File: config.mk
export PLATFORM = sky130hd
export DESIGN_NAME = irscc_top
export DESIGN_NICKNAME = d
export VERILOG_FILES = /design/src/pkg/irscc_pkg.sv /design/src/rtl/irscc_top.sv
export SDC_FILE = /design/constraint.sdc
export NUM_CORES = 1
export LEC_CHECK = 0
export BUFFER_PORTS_ARGS = -buffer_cell sky130_fd_sc_hd__buf_2
export CAP_MARGIN = 20
export CORE_MARGIN = 2
export CORE_UTILIZATION = 25
export DETAILED_ROUTE_END_ITERATION = 8
export GPL_TIMING_DRIVEN = 0
export PLACE_DENSITY = 0.41
export RECOVER_POWER = 50
export SYNTH_ARGS = -nofsm -noshare
export SYNTH_HDL_FRONTEND = slang
export SYNTH_SLANG_ARGS = --single-unit
File: constraint.sdc
create_clock -name CLK -period 3.3 [get_ports CLK]
set_input_delay 0.165 -clock CLK [delete_from_list [all_inputs] [get_ports CLK]]
set_output_delay 0.165 -clock CLK [all_outputs]
set_load 0.03 [all_outputs]
File: src/pkg/irscc_pkg.sv
// Constants for the infrared sensor conversion control block.
// Assumes a 125 MHz core clock and a same-clock converter front end.
package irscc_pkg;
  // Register pointers
  localparam logic [7:0] PTR_VOLTAGE = 8'h00;
  localparam logic [7:0] PTR_TEMP = 8'h01;
  localparam logic [7:0] PTR_CONFIG = 8'h02;
  // Reset values
  localparam logic [15:0] CFG_RESET = 16'h7400;
  localparam logic [13:0] TEMP_RESET = 14'h0000;
  localparam logic [7:0] PTR_RESET = 8'h00;
  // Configuration and temperature field positions
  localparam int CFG_RST_BIT = 15;
  localparam int CFG_MODE_LSB = 12;
  localparam int CFG_RATE_LSB = 9;
  localparam int CFG_EN_BIT = 8;
  localparam int CFG_FLAG_BIT = 7;
  localparam int TEMP_LSB_POS = 2;
  // Mode and rate codes
  localparam logic [2:0] MODE_POWER_DOWN = 3'h0;
  localparam logic [2:0] MODE_CONTINUOUS = 3'h7;
  localparam logic [2:0] RATE_MAX = 3'h4;
  // One result step in degrees Celsius
  localparam real TEMP_STEP_DEGC = 0.03125;
  // Timing: fastest rate is one conversion per 250 ms
  localparam int CLK_KHZ = 125000;
  localparam int CONV_PERIOD_MS = 250;
  localparam int CONV_PERIOD_CYC = CONV_PERIOD_MS * CLK_KHZ;
  typedef enum logic [1:0] {ST_IDLE, ST_REQ, ST_WAIT, ST_DELAY} irscc_state_t;
endpackage

File: src/rtl/irscc_top.sv
// Conversion control and result registers of an infrared thermopile sensor.
// Assumes a serial front end that turns bus frames into pointer, write and read
// strobes, and a converter that answers each sample request on the same clock.
// Behaviour
// RULE1: Temperature is 14 bits at 15:2, low zero
// RULE2: Result reads zero until first conversion completes
// RULE3: Twos complement, one step is 0.03125 C
// RULE4: Configuration register at pointer 02h, read/write
// RULE5: Bit 15 write resets, self clears
// RULE6: Software reset immediately restores all reset values
// RULE7: Mode 000 power-down, 111 continuous conversion
// RULE8: Power-down aborts conversion at once
// RULE9: Continuous: convert, then low-power delay, repeat
// RULE10: Rate field sets period and averaged samples
// RULE11: Bit 8 enables the data-ready pin
// RULE12: Bit 7 set when results are ready
// RULE13: Result read or config write clears flag
// RULE14: Data-ready pin is active-low open drain
// RULE15: Eight-bit pointer set by writes selects reads
// RULE16: Pin pulled low while enabled flag set
// RULE17: Bits 6:0 read zero; other modes reserved
`timescale 1ns/1ps
module irscc_top #(
  parameter int BASE_PERIOD_CYC = irscc_pkg::CONV_PERIOD_CYC
) (
  input wire logic CLK,
  input wire logic SRST,
  input wire logic PTR_WR,
  input wire logic [7:0] PTR_VAL,
  input wire logic DATA_WR,
  input wire logic [15:0] DATA_VAL,
  input wire logic RD_STB,
  input wire logic [15:0] VOLTAGE_IN,
  input wire logic SAMPLE_DONE,
  input wire logic [13:0] SAMPLE_TEMP,
  output logic [15:0] RD_DATA,
  output logic RD_VALID,
  output logic SAMPLE_REQ,
  output logic DATA_READY_FLAG_N_O,
  output logic DATA_READY_FLAG_N_OE
);
  if (BASE_PERIOD_CYC < 64 || BASE_PERIOD_CYC > 32'h0fffffff) begin : g_check
    $error("BASE_PERIOD_CYC out of range");
  end

  typedef struct packed {
    logic [7:0] ptr;
    logic [13:0] temp;
    logic [2:0] mode;
    logic [2:0] rate;
    logic en;
    logic flag;
    logic [15:0] rd_data;
    logic rd_valid;
    logic sample_req;
    logic data_ready_flag_oe;
    irscc_pkg::irscc_state_t st;
    logic [31:0] timer;
    logic [4:0] cnt;
    logic [17:0] acc;
  } irscc_regs_t;

  localparam irscc_regs_t REGS_RESET = '{
    ptr: irscc_pkg::PTR_RESET,
    temp: irscc_pkg::TEMP_RESET,
    mode: irscc_pkg::CFG_RESET[irscc_pkg::CFG_MODE_LSB +: 3],
    rate: irscc_pkg::CFG_RESET[irscc_pkg::CFG_RATE_LSB +: 3],
    en: irscc_pkg::CFG_RESET[irscc_pkg::CFG_EN_BIT],
    flag: irscc_pkg::CFG_RESET[irscc_pkg::CFG_FLAG_BIT],
    rd_data: 16'h0000,
    rd_valid: 1'b0,
    sample_req: 1'b0,
    data_ready_flag_oe: 1'b0,
    st: irscc_pkg::ST_IDLE,
    timer: 32'h00000000,
    cnt: 5'h00,
    acc: 18'h00000
  };

  irscc_regs_t q;
  irscc_regs_t next_q;
  logic [7:0] cur_ptr;
  logic [2:0] eff_rate;
  logic [4:0] last_idx;
  logic [17:0] sum;
  logic [17:0] avg;
  logic [15:0] cfg_word;
  logic sw_reset;
  logic cfg_wr;
  logic result_rd;
  logic conv_done;
  logic cont;

  always_comb begin
    next_q = q;
    // Pointer written in the same frame as data applies to that data
    cur_ptr = PTR_WR ? PTR_VAL : q.ptr; // RULE15
    cfg_wr = DATA_WR && cur_ptr == irscc_pkg::PTR_CONFIG;
    sw_reset = cfg_wr && DATA_VAL[irscc_pkg::CFG_RST_BIT]; // RULE5
    result_rd = RD_STB && (q.ptr == irscc_pkg::PTR_VOLTAGE || q.ptr == irscc_pkg::PTR_TEMP);
    // Reserved rate codes run at the slowest rate
    eff_rate = (q.rate > irscc_pkg::RATE_MAX) ? irscc_pkg::RATE_MAX : q.rate;
    last_idx = 5'((6'h01 << eff_rate) - 6'h01); // RULE10
    // Reserved mode codes behave as power-down
    cont = q.mode == irscc_pkg::MODE_CONTINUOUS; // RULE7 RULE17
    sum = q.acc + {{4{SAMPLE_TEMP[13]}}, SAMPLE_TEMP};
    avg = 18'($signed(sum) >>> eff_rate); // RULE3
    conv_done = 1'b0;
    cfg_word = '0; // RULE17
    cfg_word[irscc_pkg::CFG_MODE_LSB +: 3] = q.mode;
    cfg_word[irscc_pkg::CFG_RATE_LSB +: 3] = q.rate;
    cfg_word[irscc_pkg::CFG_EN_BIT] = q.en;
    cfg_word[irscc_pkg::CFG_FLAG_BIT] = q.flag; // RULE12

    next_q.sample_req = 1'b0;
    next_q.rd_valid = RD_STB;
    if (PTR_WR) begin
      next_q.ptr = PTR_VAL; // RULE15
    end
    if (RD_STB) begin
      unique case (q.ptr)
        irscc_pkg::PTR_VOLTAGE: next_q.rd_data = VOLTAGE_IN;
        irscc_pkg::PTR_TEMP: next_q.rd_data = {q.temp, 2'b00}; // RULE1
        irscc_pkg::PTR_CONFIG: next_q.rd_data = cfg_word; // RULE4
        default: next_q.rd_data = 16'h0000;
      endcase
    end
    if (cfg_wr) begin
      next_q.mode = DATA_VAL[irscc_pkg::CFG_MODE_LSB +: 3]; // RULE4
      next_q.rate = DATA_VAL[irscc_pkg::CFG_RATE_LSB +: 3];
      next_q.en = DATA_VAL[irscc_pkg::CFG_EN_BIT]; // RULE11
    end

    if (!cont) begin
      // Power-down drops the running conversion immediately
      next_q.st = irscc_pkg::ST_IDLE; // RULE8
      next_q.sample_req = 1'b0;
    end else begin
      if (q.st != irscc_pkg::ST_IDLE && q.timer != 32'h00000000) begin
        next_q.timer = q.timer - 32'h00000001;
      end
      unique case (q.st)
        irscc_pkg::ST_IDLE: begin
          next_q.st = irscc_pkg::ST_REQ; // RULE9
          next_q.timer = 32'((BASE_PERIOD_CYC << eff_rate) - 1); // RULE10
          next_q.cnt = 5'h00;
          next_q.acc = 18'h00000;
        end
        irscc_pkg::ST_REQ: begin
          next_q.sample_req = 1'b1;
          next_q.st = irscc_pkg::ST_WAIT;
        end
        irscc_pkg::ST_WAIT: begin
          if (SAMPLE_DONE) begin
            next_q.acc = sum;
            if (q.cnt >= last_idx) begin
              conv_done = 1'b1;
              next_q.temp = avg[13:0]; // RULE2
              next_q.st = irscc_pkg::ST_DELAY;
            end else begin
              next_q.cnt = q.cnt + 5'h01;
              next_q.st = irscc_pkg::ST_REQ;
            end
          end
        end
        irscc_pkg::ST_DELAY: begin
          // Low-power wait until the conversion period expires
          if (q.timer == 32'h00000000) begin
            next_q.st = irscc_pkg::ST_IDLE; // RULE9
          end
        end
      endcase
    end

    // A completion in the cycle of a clear keeps the flag set
    next_q.flag = conv_done || (q.flag && !(result_rd || cfg_wr)); // RULE12 RULE13
    next_q.data_ready_flag_oe = next_q.en && next_q.flag; // RULE16

    if (sw_reset) begin
      next_q = REGS_RESET; // RULE6
    end
  end

  always_ff @(posedge CLK) begin
    if (SRST) begin
      q <= REGS_RESET;
    end else begin
      q <= next_q;
    end
  end

  assign RD_DATA = q.rd_data;
  assign RD_VALID = q.rd_valid;
  assign SAMPLE_REQ = q.sample_req;
  // Open drain: only ever pulls low, pull-up is external
  assign DATA_READY_FLAG_N_O = 1'b0; // RULE14
  assign DATA_READY_FLAG_N_OE = q.data_ready_flag_oe; // RULE16
endmodule

==> results.txt, run 1 <==
- Summing internal, switching and leakage power gives 3.34 mW.
- The worst setup path is captured at a register.
- The share of the Yosys chip area taken by registers is 31.1%.
- Nets: 1053
- The worst setup path is of the register to register kind.
- Gpl congestion: 0.810
- After synthesis, the most frequently instantiated cells are sky130_fd_sc_hd__nor2_1 (111), sky130_fd_sc_hd__dfxtp_1 (106), sky130_fd_sc_hd__a21oi_1 (78).
- The routed design uses 10400 um of met2 wire.
- Clock skew on the completed layout was measured at 0.00939 ns.
- Measured against its own limit, the worst slew margin works out to 40.7%.
- Top-count cell post-synth: sky130_fd_sc_hd__nor2_1
* Via count: 6695
- Synthesized flop and latch total: 106
- Cell with the largest stage delay on the worst path: sky130_fd_sc_hd__or4b_1
* Slowest cell delay on critical path: 0.61 ns
- In this run the horizontal extent of the chip is 169 um.
* Vert. Die Dim: 169 um
- The clock period could shrink to 3.19 ns.
- The synthesized netlist occupies a cell area of 6830 um2.
* # Max-Cap Violations: 0
- In this run, CTS created clock tree buffers numbering 9.
* Cell type with the largest total area after synthesis: sky130_fd_sc_hd__dfxtp_1
- After floorplanning, the core was sized to cover 26900 um2.
- Global routing used 17.2% of the available tracks across all layers.
- The final number of max-transition violations was 0.
* Min-delay worst type: input port to register
- The worst path uses 96.7% of the clock period.
- Fraction of layout cells with a size suffix above 1: 14.0%
- The Yosys step of the flow raised 0 warnings.
- After detailed routing, no signal wire sits above met4.
- Netlist cell types: 73
- In this run the count of I/O pins placed on the die edge is 80.
- WL final: 24300 um
* Clock root buffer master: sky130_fd_sc_hd__clkbuf_16
* CP Cell Sequence: inv_1, ha_1, or4b_1, or4_4, nor3_4, nand2_1, o21ai_4, buf_4, nor2_1, o221a_1
- Clock tree synthesis found a total of 106 sinks.
* Via count of the first global-routing pass: 6527
- In this run the cell area measured after placement is 7640 um2.
- Number of input and output port buffers inserted: 70
- Initial antenna violation count: 0
* Effective utilization at floorplan: 25.4%
- For this design the static power due to leakage is 3.17 nW.
* Buffers from clock root to sink, at most: 2
* Worst EP required: 3.56 ns
* Post-route antenna net violation count: 0
* Leading cell types by total area after synthesis: sky130_fd_sc_hd__dfxtp_1 (31%), sky130_fd_sc_hd__nor2_1 (6.1%), sky130_fd_sc_hd__a21oi_1 (5.7%), sky130_fd_sc_hd__ha_1 (5.7%), sky130_fd_sc_hd__mux2i_1 (4.5%)
- Summed over all layers, the global routing overflow is 0.
- Summing all non-filler instances in the final layout gives an area of 8000 um2.
- CP Data Arrival Time: 3.45 ns
- The floorplan step defined a die boundary enclosing 28700 um2.
* Area share of the largest cell type after synthesis: 31.1%
- Run status: complete, no violations
* Filler Cells Inserted: 2957
* Initial DRC Count: 333
- At the pin with the least slew margin, the transition time is 0.883 ns.
- Per-cell via count in the routed design: 5.12
- In this run, synthesis inferred 0 flip-flops with an integrated enable.
- Setup violations remaining at the end of the flow were counted as 0.
- First-pass GRT wire length: 38500 um
- The cell count after synthesis came out at 878.
- Post-Synthesis Net Count: 970
- After synthesis, the share of flip-flops with an asynchronous set or reset is 0%.
- For this block, wires on met1 add up to 12700 um.
- Number of rows in the core area: 60
- H-tree levels: 3
* Routed length per placed instance: 18.6 um
- For this run, the top clock speed supported by timing is 314 MHz.
- At the later pin of the worst-skew pair, clock insertion delay measures 0.37 ns.
* Largest net degree at the start of global routing: 22
- The first detailed-routing pass ran for 5 iterations.
* Clock slew seen by the registers of the worst setup and hold paths: 0.09 ns
* IR drop worst, VDD: 0.000214 V
- Unrepaired setup endpoints after global routing: yes
- Count of hold buffers inserted by post-cts repair: 0
- From synthesis to final layout, the design area changed by 17.1%.
- STA classifies the critical path startpoint as a register.
* Maximum fanout count along the critical path: 6
- For this run, design rule violations remaining after detail routing come to 0.
- TritonCTS built the clock tree.
- Pwr dens: 417 nW/um2
- In the detailed route, the total length drawn on met3 is 874 um.
* Number of hold violations in the final report: 0
- Summed over all nets, the half-perimeter wirelength after detailed placement is 18300 um.
- 0 antenna diodes ended up in the layout.
- Primary flip-flop cell chosen by synthesis mapping: sky130_fd_sc_hd__dfxtp_1
* Mean Syn Cell Area: 7.78 um2
state kept, by name, indices dropped and copies added (netlist names):
signal                count
RD_DATA                  16
RD_VALID                  1
cfg_word                  8
SAMPLE_REQ                1
DATA_READY_FLAG_N_OE      1
q                        79
metal layers:
metal,vias to the layer above,GRT usage (%)
li1,3377,-
met1,3155,25.1
met2,143,26.0
met3,20,2.47
met4,0,4.98
met5,-,0
worst paths after layout:
| kind | start | to | slack, ns | cells past startpoint |
|---|---|---|---|---|
| worst max-delay path | q[23]$_SDFFE_PP0P_ | q[37]$_SDFFE_PP0P_ | 0.11 | 10 |
| worst min-delay path | SRST | q[100]$_SDFF_PP0_ | 0.01 | 2 |
| worst max register to register | q[23]$_SDFFE_PP0P_ | q[37]$_SDFFE_PP0P_ | 0.11 | 10 |
| worst min register to register | q[85]$_SDFFE_PP0P_ | q[85]$_SDFFE_PP0P_ | 0.48 | 2 |
cell usage in the layout, fill, tap and decap left out, types with 6 or more instances in the layout:
cell type	n
sky130_fd_sc_hd__xnor2_1	10
sky130_fd_sc_hd__nand3_1	29
sky130_fd_sc_hd__o211ai_1	7
sky130_fd_sc_hd__o21ai_1	12
sky130_fd_sc_hd__clkbuf_16	9
sky130_fd_sc_hd__ha_1	31
sky130_fd_sc_hd__a21oi_1	77
sky130_fd_sc_hd__buf_4	20
sky130_fd_sc_hd__or3_1	6
sky130_fd_sc_hd__o31ai_1	6
sky130_fd_sc_hd__mux2i_1	31
sky130_fd_sc_hd__xor2_1	13
sky130_fd_sc_hd__buf_2	54
sky130_fd_sc_hd__clkbuf_1	55
sky130_fd_sc_hd__a21o_1	14
sky130_fd_sc_hd__nand2_1	71
sky130_fd_sc_hd__a211oi_1	10
sky130_fd_sc_hd__a31oi_1	11
sky130_fd_sc_hd__nor2_1	110
sky130_fd_sc_hd__nor3_1	27
sky130_fd_sc_hd__and3_1	9
sky130_fd_sc_hd__a32oi_1	6
sky130_fd_sc_hd__inv_1	17
sky130_fd_sc_hd__dfxtp_1	104
sky130_fd_sc_hd__o21ai_0	55
sky130_fd_sc_hd__or2_2	6
sky130_fd_sc_hd__nand2b_1	8
sky130_fd_sc_hd__a22oi_1	29
sky130_fd_sc_hd__nor4_1	8
worst max-delay path: cells and delay by family, from the launching register on:
| family | cells | cell delay [ns] |
|---|---|---|
| adder cells (fa/ha/maj) | 1 | 0.21 |
| flip-flops | 1 | 0.35 |
| AND/OR/NAND/NOR | 5 | 1.68 |
| buffers and inverters | 2 | 0.26 |
| AO/OA/AOI/OAI | 2 | 0.58 |
cell families after synthesis:
kind of cell | after synthesis | share of synthesized area [%]
DFF | 106 | 31.1
adders and majority gates | 32 | 5.97
and+or+nand+nor | 312 | 21.8
other | 1 | 0.0549
xor gates and xnor gates | 23 | 2.95
AOI/OAI and AO/OA | 280 | 26.6
muxes | 36 | 5.53
buffers and inverters | 88 | 6.01
report_power, final:
group	total (mW)	switching [mW]	internal, mW
logic	0.771	0.502	0.269
registers	1.41	0.0625	1.35
clock network	1.16	0.611	0.545
final cells by class:
class,count,area [um2],area share (%)
multi-input combinational,684,4350,54.5
sequential,106,2120,26.6
tap,341,427,5.34
timing repair buffer,75,365,4.57
buffer,65,339,4.24
clock buffer,9,225,2.82
clock inverter,7,82.6,1.03
inverter,20,78.8,0.986
per-stage QoR:
step           setup TNS, ns  cells  hold WS (ns)  worst slack (ns)  utilization (%)
5_1_grt              -0.0357   1307        0.0149           -0.0357             29.8
4_1_cts                    0   1305       0.00358            0.0103             29.7
3_3_place_gp          -13.39   1289         0.400            -0.920             28.3
2_1_floorplan              0    878         0.237             0.188                -
3_5_place_dp          -12.11   1291         0.401            -0.845             28.4
6_report                   0   1307        0.0141             0.110             29.8
repair_timing:
item / 4_1_cts / 5_1_grt
endpoints found under the setup margin: 22 / 44
resized for setup: 14 / 14
pin swaps: 0 / 1
buffers inserted: 1 / 2
Note: power is estimated with default switching activity, not from simulation.
==> run 2: changes to the inputs <==
Clock period 3.3 ns to 2.6 ns, I/O delays scaled along.
==> run 2 against run 1 <==
The flow now finishes with violations (negative setup slack). Flip-flop and latch count is the same. Sequential power grew 28%. Combinational power grew 54%. Worst hold slack lost 0.011 ns. Clock skew grew 0.0046 ns. Die area is the same. Clock power grew 28%. Via count grew 6.4%. Largest cell class unchanged.
==> results.txt, run 2 (synthesis results as in run 1) <==
- The stage delay of the slowest cell on the critical path came to 0.37 ns (-0.24 ns).
- The maximum net fanout on the critical path came to 5 (-1).
- Among cell families on the critical path, the largest total delay comes from compound AO/OA/AOI/OAI gates.
* Cell with the largest stage delay on the worst path: sky130_fd_sc_hd__fa_2
* IR drop worst, VDD: 0.000313 V (+46%)
- Worst Hold Margin: 0.00265 ns (-0.0115 ns)
- The number of flip-flops in the largest register came to 79 (unchanged).
* Overall fraction of global-route tracks in use: 17.7% (+0.58 points)
* Upper clock frequency limit: 375 MHz (+20%)
* Slew at the pin closest to its max-slew limit: 0.876 ns (-0.00736 ns)
- Max Transition Viols Final: 0 (unchanged)
- The detailed-route wire length per cell was 19.0 um (+2.5%).
- The maximum number of pins on one net before global-route repair was 22 (unchanged).
* Remaining routing DRC violations: 0 (unchanged)
- Effective utilization at floorplan: 25.4% (unchanged)
* H-tree levels: 3 (unchanged)
* Critical Path Sink Type: register
* Area inside the core boundary: 26900 um2 (unchanged)
- The worst setup path is launched from a register.
* Number of ports placed on the die boundary: 80 (unchanged)
- Final period demand of the worst path: 2.66 ns (-0.525 ns)
- The final reports fail on negative setup slack.
- The residual antenna-violating net count after detailed routing was 0 (unchanged).
- The global placer's final weighted congestion is 0.802 (-1.0%).
- The share of the core filled with cells is 35.2% (+5.4 points).
- The smallest setup slack after layout came to -0.0646 ns (-0.175 ns).
- The detailed-routing iteration count for the pre-antenna-repair pass is 5 (unchanged).
- Leaving out fill and tap cells, the most frequent cell in the layout is sky130_fd_sc_hd__nor2_1.
- Half-perimeter wire length after detailed placement: 18200 um (-0.45%)
- The total clock buffers created by CTS is 9 (unchanged).
- The clock transition at the register clock pins on the worst setup and hold paths after CTS was 0.09 ns (about the same).
- The buffering stage count on the worst path with inverters included came to 1 (-1).
- Setup repair after global routing could not meet its margin everywhere.
* Register containing the most flip-flops in the final layout: q
- The fraction of layout cells with a size suffix above 1 came to 30.2% (+16 points).
* Vert. Die Dim: 169 um (unchanged)
* Via count: 7121 (+6.4%)
- The wire length reported by the detailed router was 26000 um (+7.0%).
- The critical path goes through ha_4, fa_2, a211oi_4, o21ai_4, a31o_4, buf_6, o31ai_4, mux2i_1, nor4b_2, a21o_1.
* Worst Path Class, Setup: register to register
- The count of nets after finishing is 1110 (+5.4%).
- Total negative slack for setup checks: -0.600 ns (-0.600 ns)
- Min-delay worst type: input port to register
* Diodes inserted: 0 (unchanged)
* Run status: complete, but fails checks
- Worst Skew: 0.0140 ns (+0.00457 ns)
- Filler Cells Inserted: 2866 (-3.1%)
- The number of global-route vias before repair was 6844 (+4.9%).
- Overall power of the completed layout: 4.48 mW (+34%)
- Buffers from clock root to sink, at most: 2 (unchanged)
* Number of hold violations in the final report: 0 (unchanged)
- The worst-case headroom to the max-slew limit came to 40.1% (-0.58 points).
* Number of rows in the core area: 60 (unchanged)
* Worst EP required: 2.92 ns (-0.64 ns)
* Clk Latency, worst-skew pair: 0.37 ns (about the same)
- The total number of clock tree sinks came to 106 (unchanged).
* Pwr dens: 474 nW/um2 (+13%)
- Most used cells in the layout excluding fill and tap cells: sky130_fd_sc_hd__nor2_1 (103), sky130_fd_sc_hd__dfxtp_1 (98), sky130_fd_sc_hd__nand2_1 (68), sky130_fd_sc_hd__a21oi_1 (60), sky130_fd_sc_hd__buf_4 (55)
* Leakage power figure: 3.72 nW (+17%)
- Final period util: 102% (+5.8 points)
- The horizontal extent of the die is 169 um (unchanged).
* CP Data Arrival Time: 2.98 ns (-0.47 ns)
- Number of input and output port buffers inserted: 70 (unchanged)
* Initial antenna violation count: 0 (unchanged)
* Leftover overflow at the end of global routing: 0 (unchanged)
* DIE AREA: 28700 um2 (unchanged)
- The root buffer cell chosen for the clock tree is sky130_fd_sc_hd__clkbuf_16.
- The max-cap violation count was 0 (unchanged).
- The violation count after the first detailed-routing iteration was 499 (+50%).
- First-pass GRT wire length: 39700 um (+3.2%)
- From synthesis to final layout, the design area changed by 38.4%.
- CTS tree: done
* Number of endpoints failing setup at the final stage: 20 (+20)
- The per-cell via count in the routed design is 5.22 (+1.9%).
run 2: changes by cell type in the layout (fill, tap and decap cells not counted), sizes merged:
cell / before / now
clkbuf: 68 / 65
clkinvlp: 2 / 0
clkinv: 5 / 6
inv: 20 / 21
dlygate4sd3: 0 / 6
buf: 81 / 135
run 2: timing repair:
item,CTS,global route
endpoints found under the hold margin,8,0
resized for setup,107,111
gates cloned,3,1
hold buffers,6,0
endpoints found under the setup margin,100,86
buffers inserted,35,20
pin swaps,43,71
run 2: layout make-up:
class                      instances  area [um2]  area share (%)
multi-input combinational        684        5090            53.9
timing repair buffer             135         980            10.4
tap                              341         427            4.51
buffer                            62         425            4.50
sequential                       106        2130            22.6
clock buffer                       9         225            2.38
clock inverter                     7        81.3           0.860
inverter                          20        87.6           0.927
run 2: path summary, 6_finish.rpt:
check / start / endpoint / slack (ns) / depth (start not counted)
worst max register to register: q[0]$_SDFFE_PP0P_ / q[95]$_SDFFE_PP0P_ / -0.06 / 10
worst min register to register: q[41]$_SDFFE_PP0P_ / q[41]$_SDFFE_PP0P_ / 0.46 / 2
worst min-delay path: DATA_VAL[9] / cfg_word[9]$_SDFFE_PP0P_ / 0.003 / 3
worst max-delay path: q[0]$_SDFFE_PP0P_ / q[95]$_SDFFE_PP0P_ / -0.06 / 10
run 2: per-layer routing:
| layer | wire length, um | track usage (%) |
|---|---|---|
| met1 | 12900 | 25.8 |
| met2 | 11600 | 27.6 |
| met4 | 399 | 5.09 |
| met5 | 0 | 0 |
| met3 | 1070 | 1.91 |
run 2: where the power goes:
part / switching (mW) / internal [mW]
clock network: 0.787 / 0.693
logic: 0.721 / 0.467
registers: 0.0977 / 1.71
total: 1.61 / 2.87
run 2: worst reg2reg max path, stage by stage (launching register included):
cell and delay [ns]:
sky130_fd_sc_hd__dfxtp_2 0.34, sky130_fd_sc_hd__ha_4 0.17, sky130_fd_sc_hd__fa_2 0.37, sky130_fd_sc_hd__a211oi_4 0.29
sky130_fd_sc_hd__o21ai_4 0.10, sky130_fd_sc_hd__a31o_4 0.28, sky130_fd_sc_hd__buf_6 0.12, sky130_fd_sc_hd__o31ai_4 0.34
sky130_fd_sc_hd__mux2i_1 0.14, sky130_fd_sc_hd__nor4b_2 0.30, sky130_fd_sc_hd__a21o_1 0.16
run 2: through the flow:
| stage | instance area [um2] | worst slack, ns | instances |
|---|---|---|---|
| 3_3_place_gp | 7650 | -0.904 | 1289 |
| 5_1_grt | 9450 | -0.143 | 1364 |
| 4_1_cts | 8860 | -0.120 | 1350 |
| 3_5_place_dp | 7680 | -0.843 | 1291 |
| 2_1_floorplan | 6870 | -0.0290 | 878 |
| 6_report | 9450 | -0.0646 | 1364 |
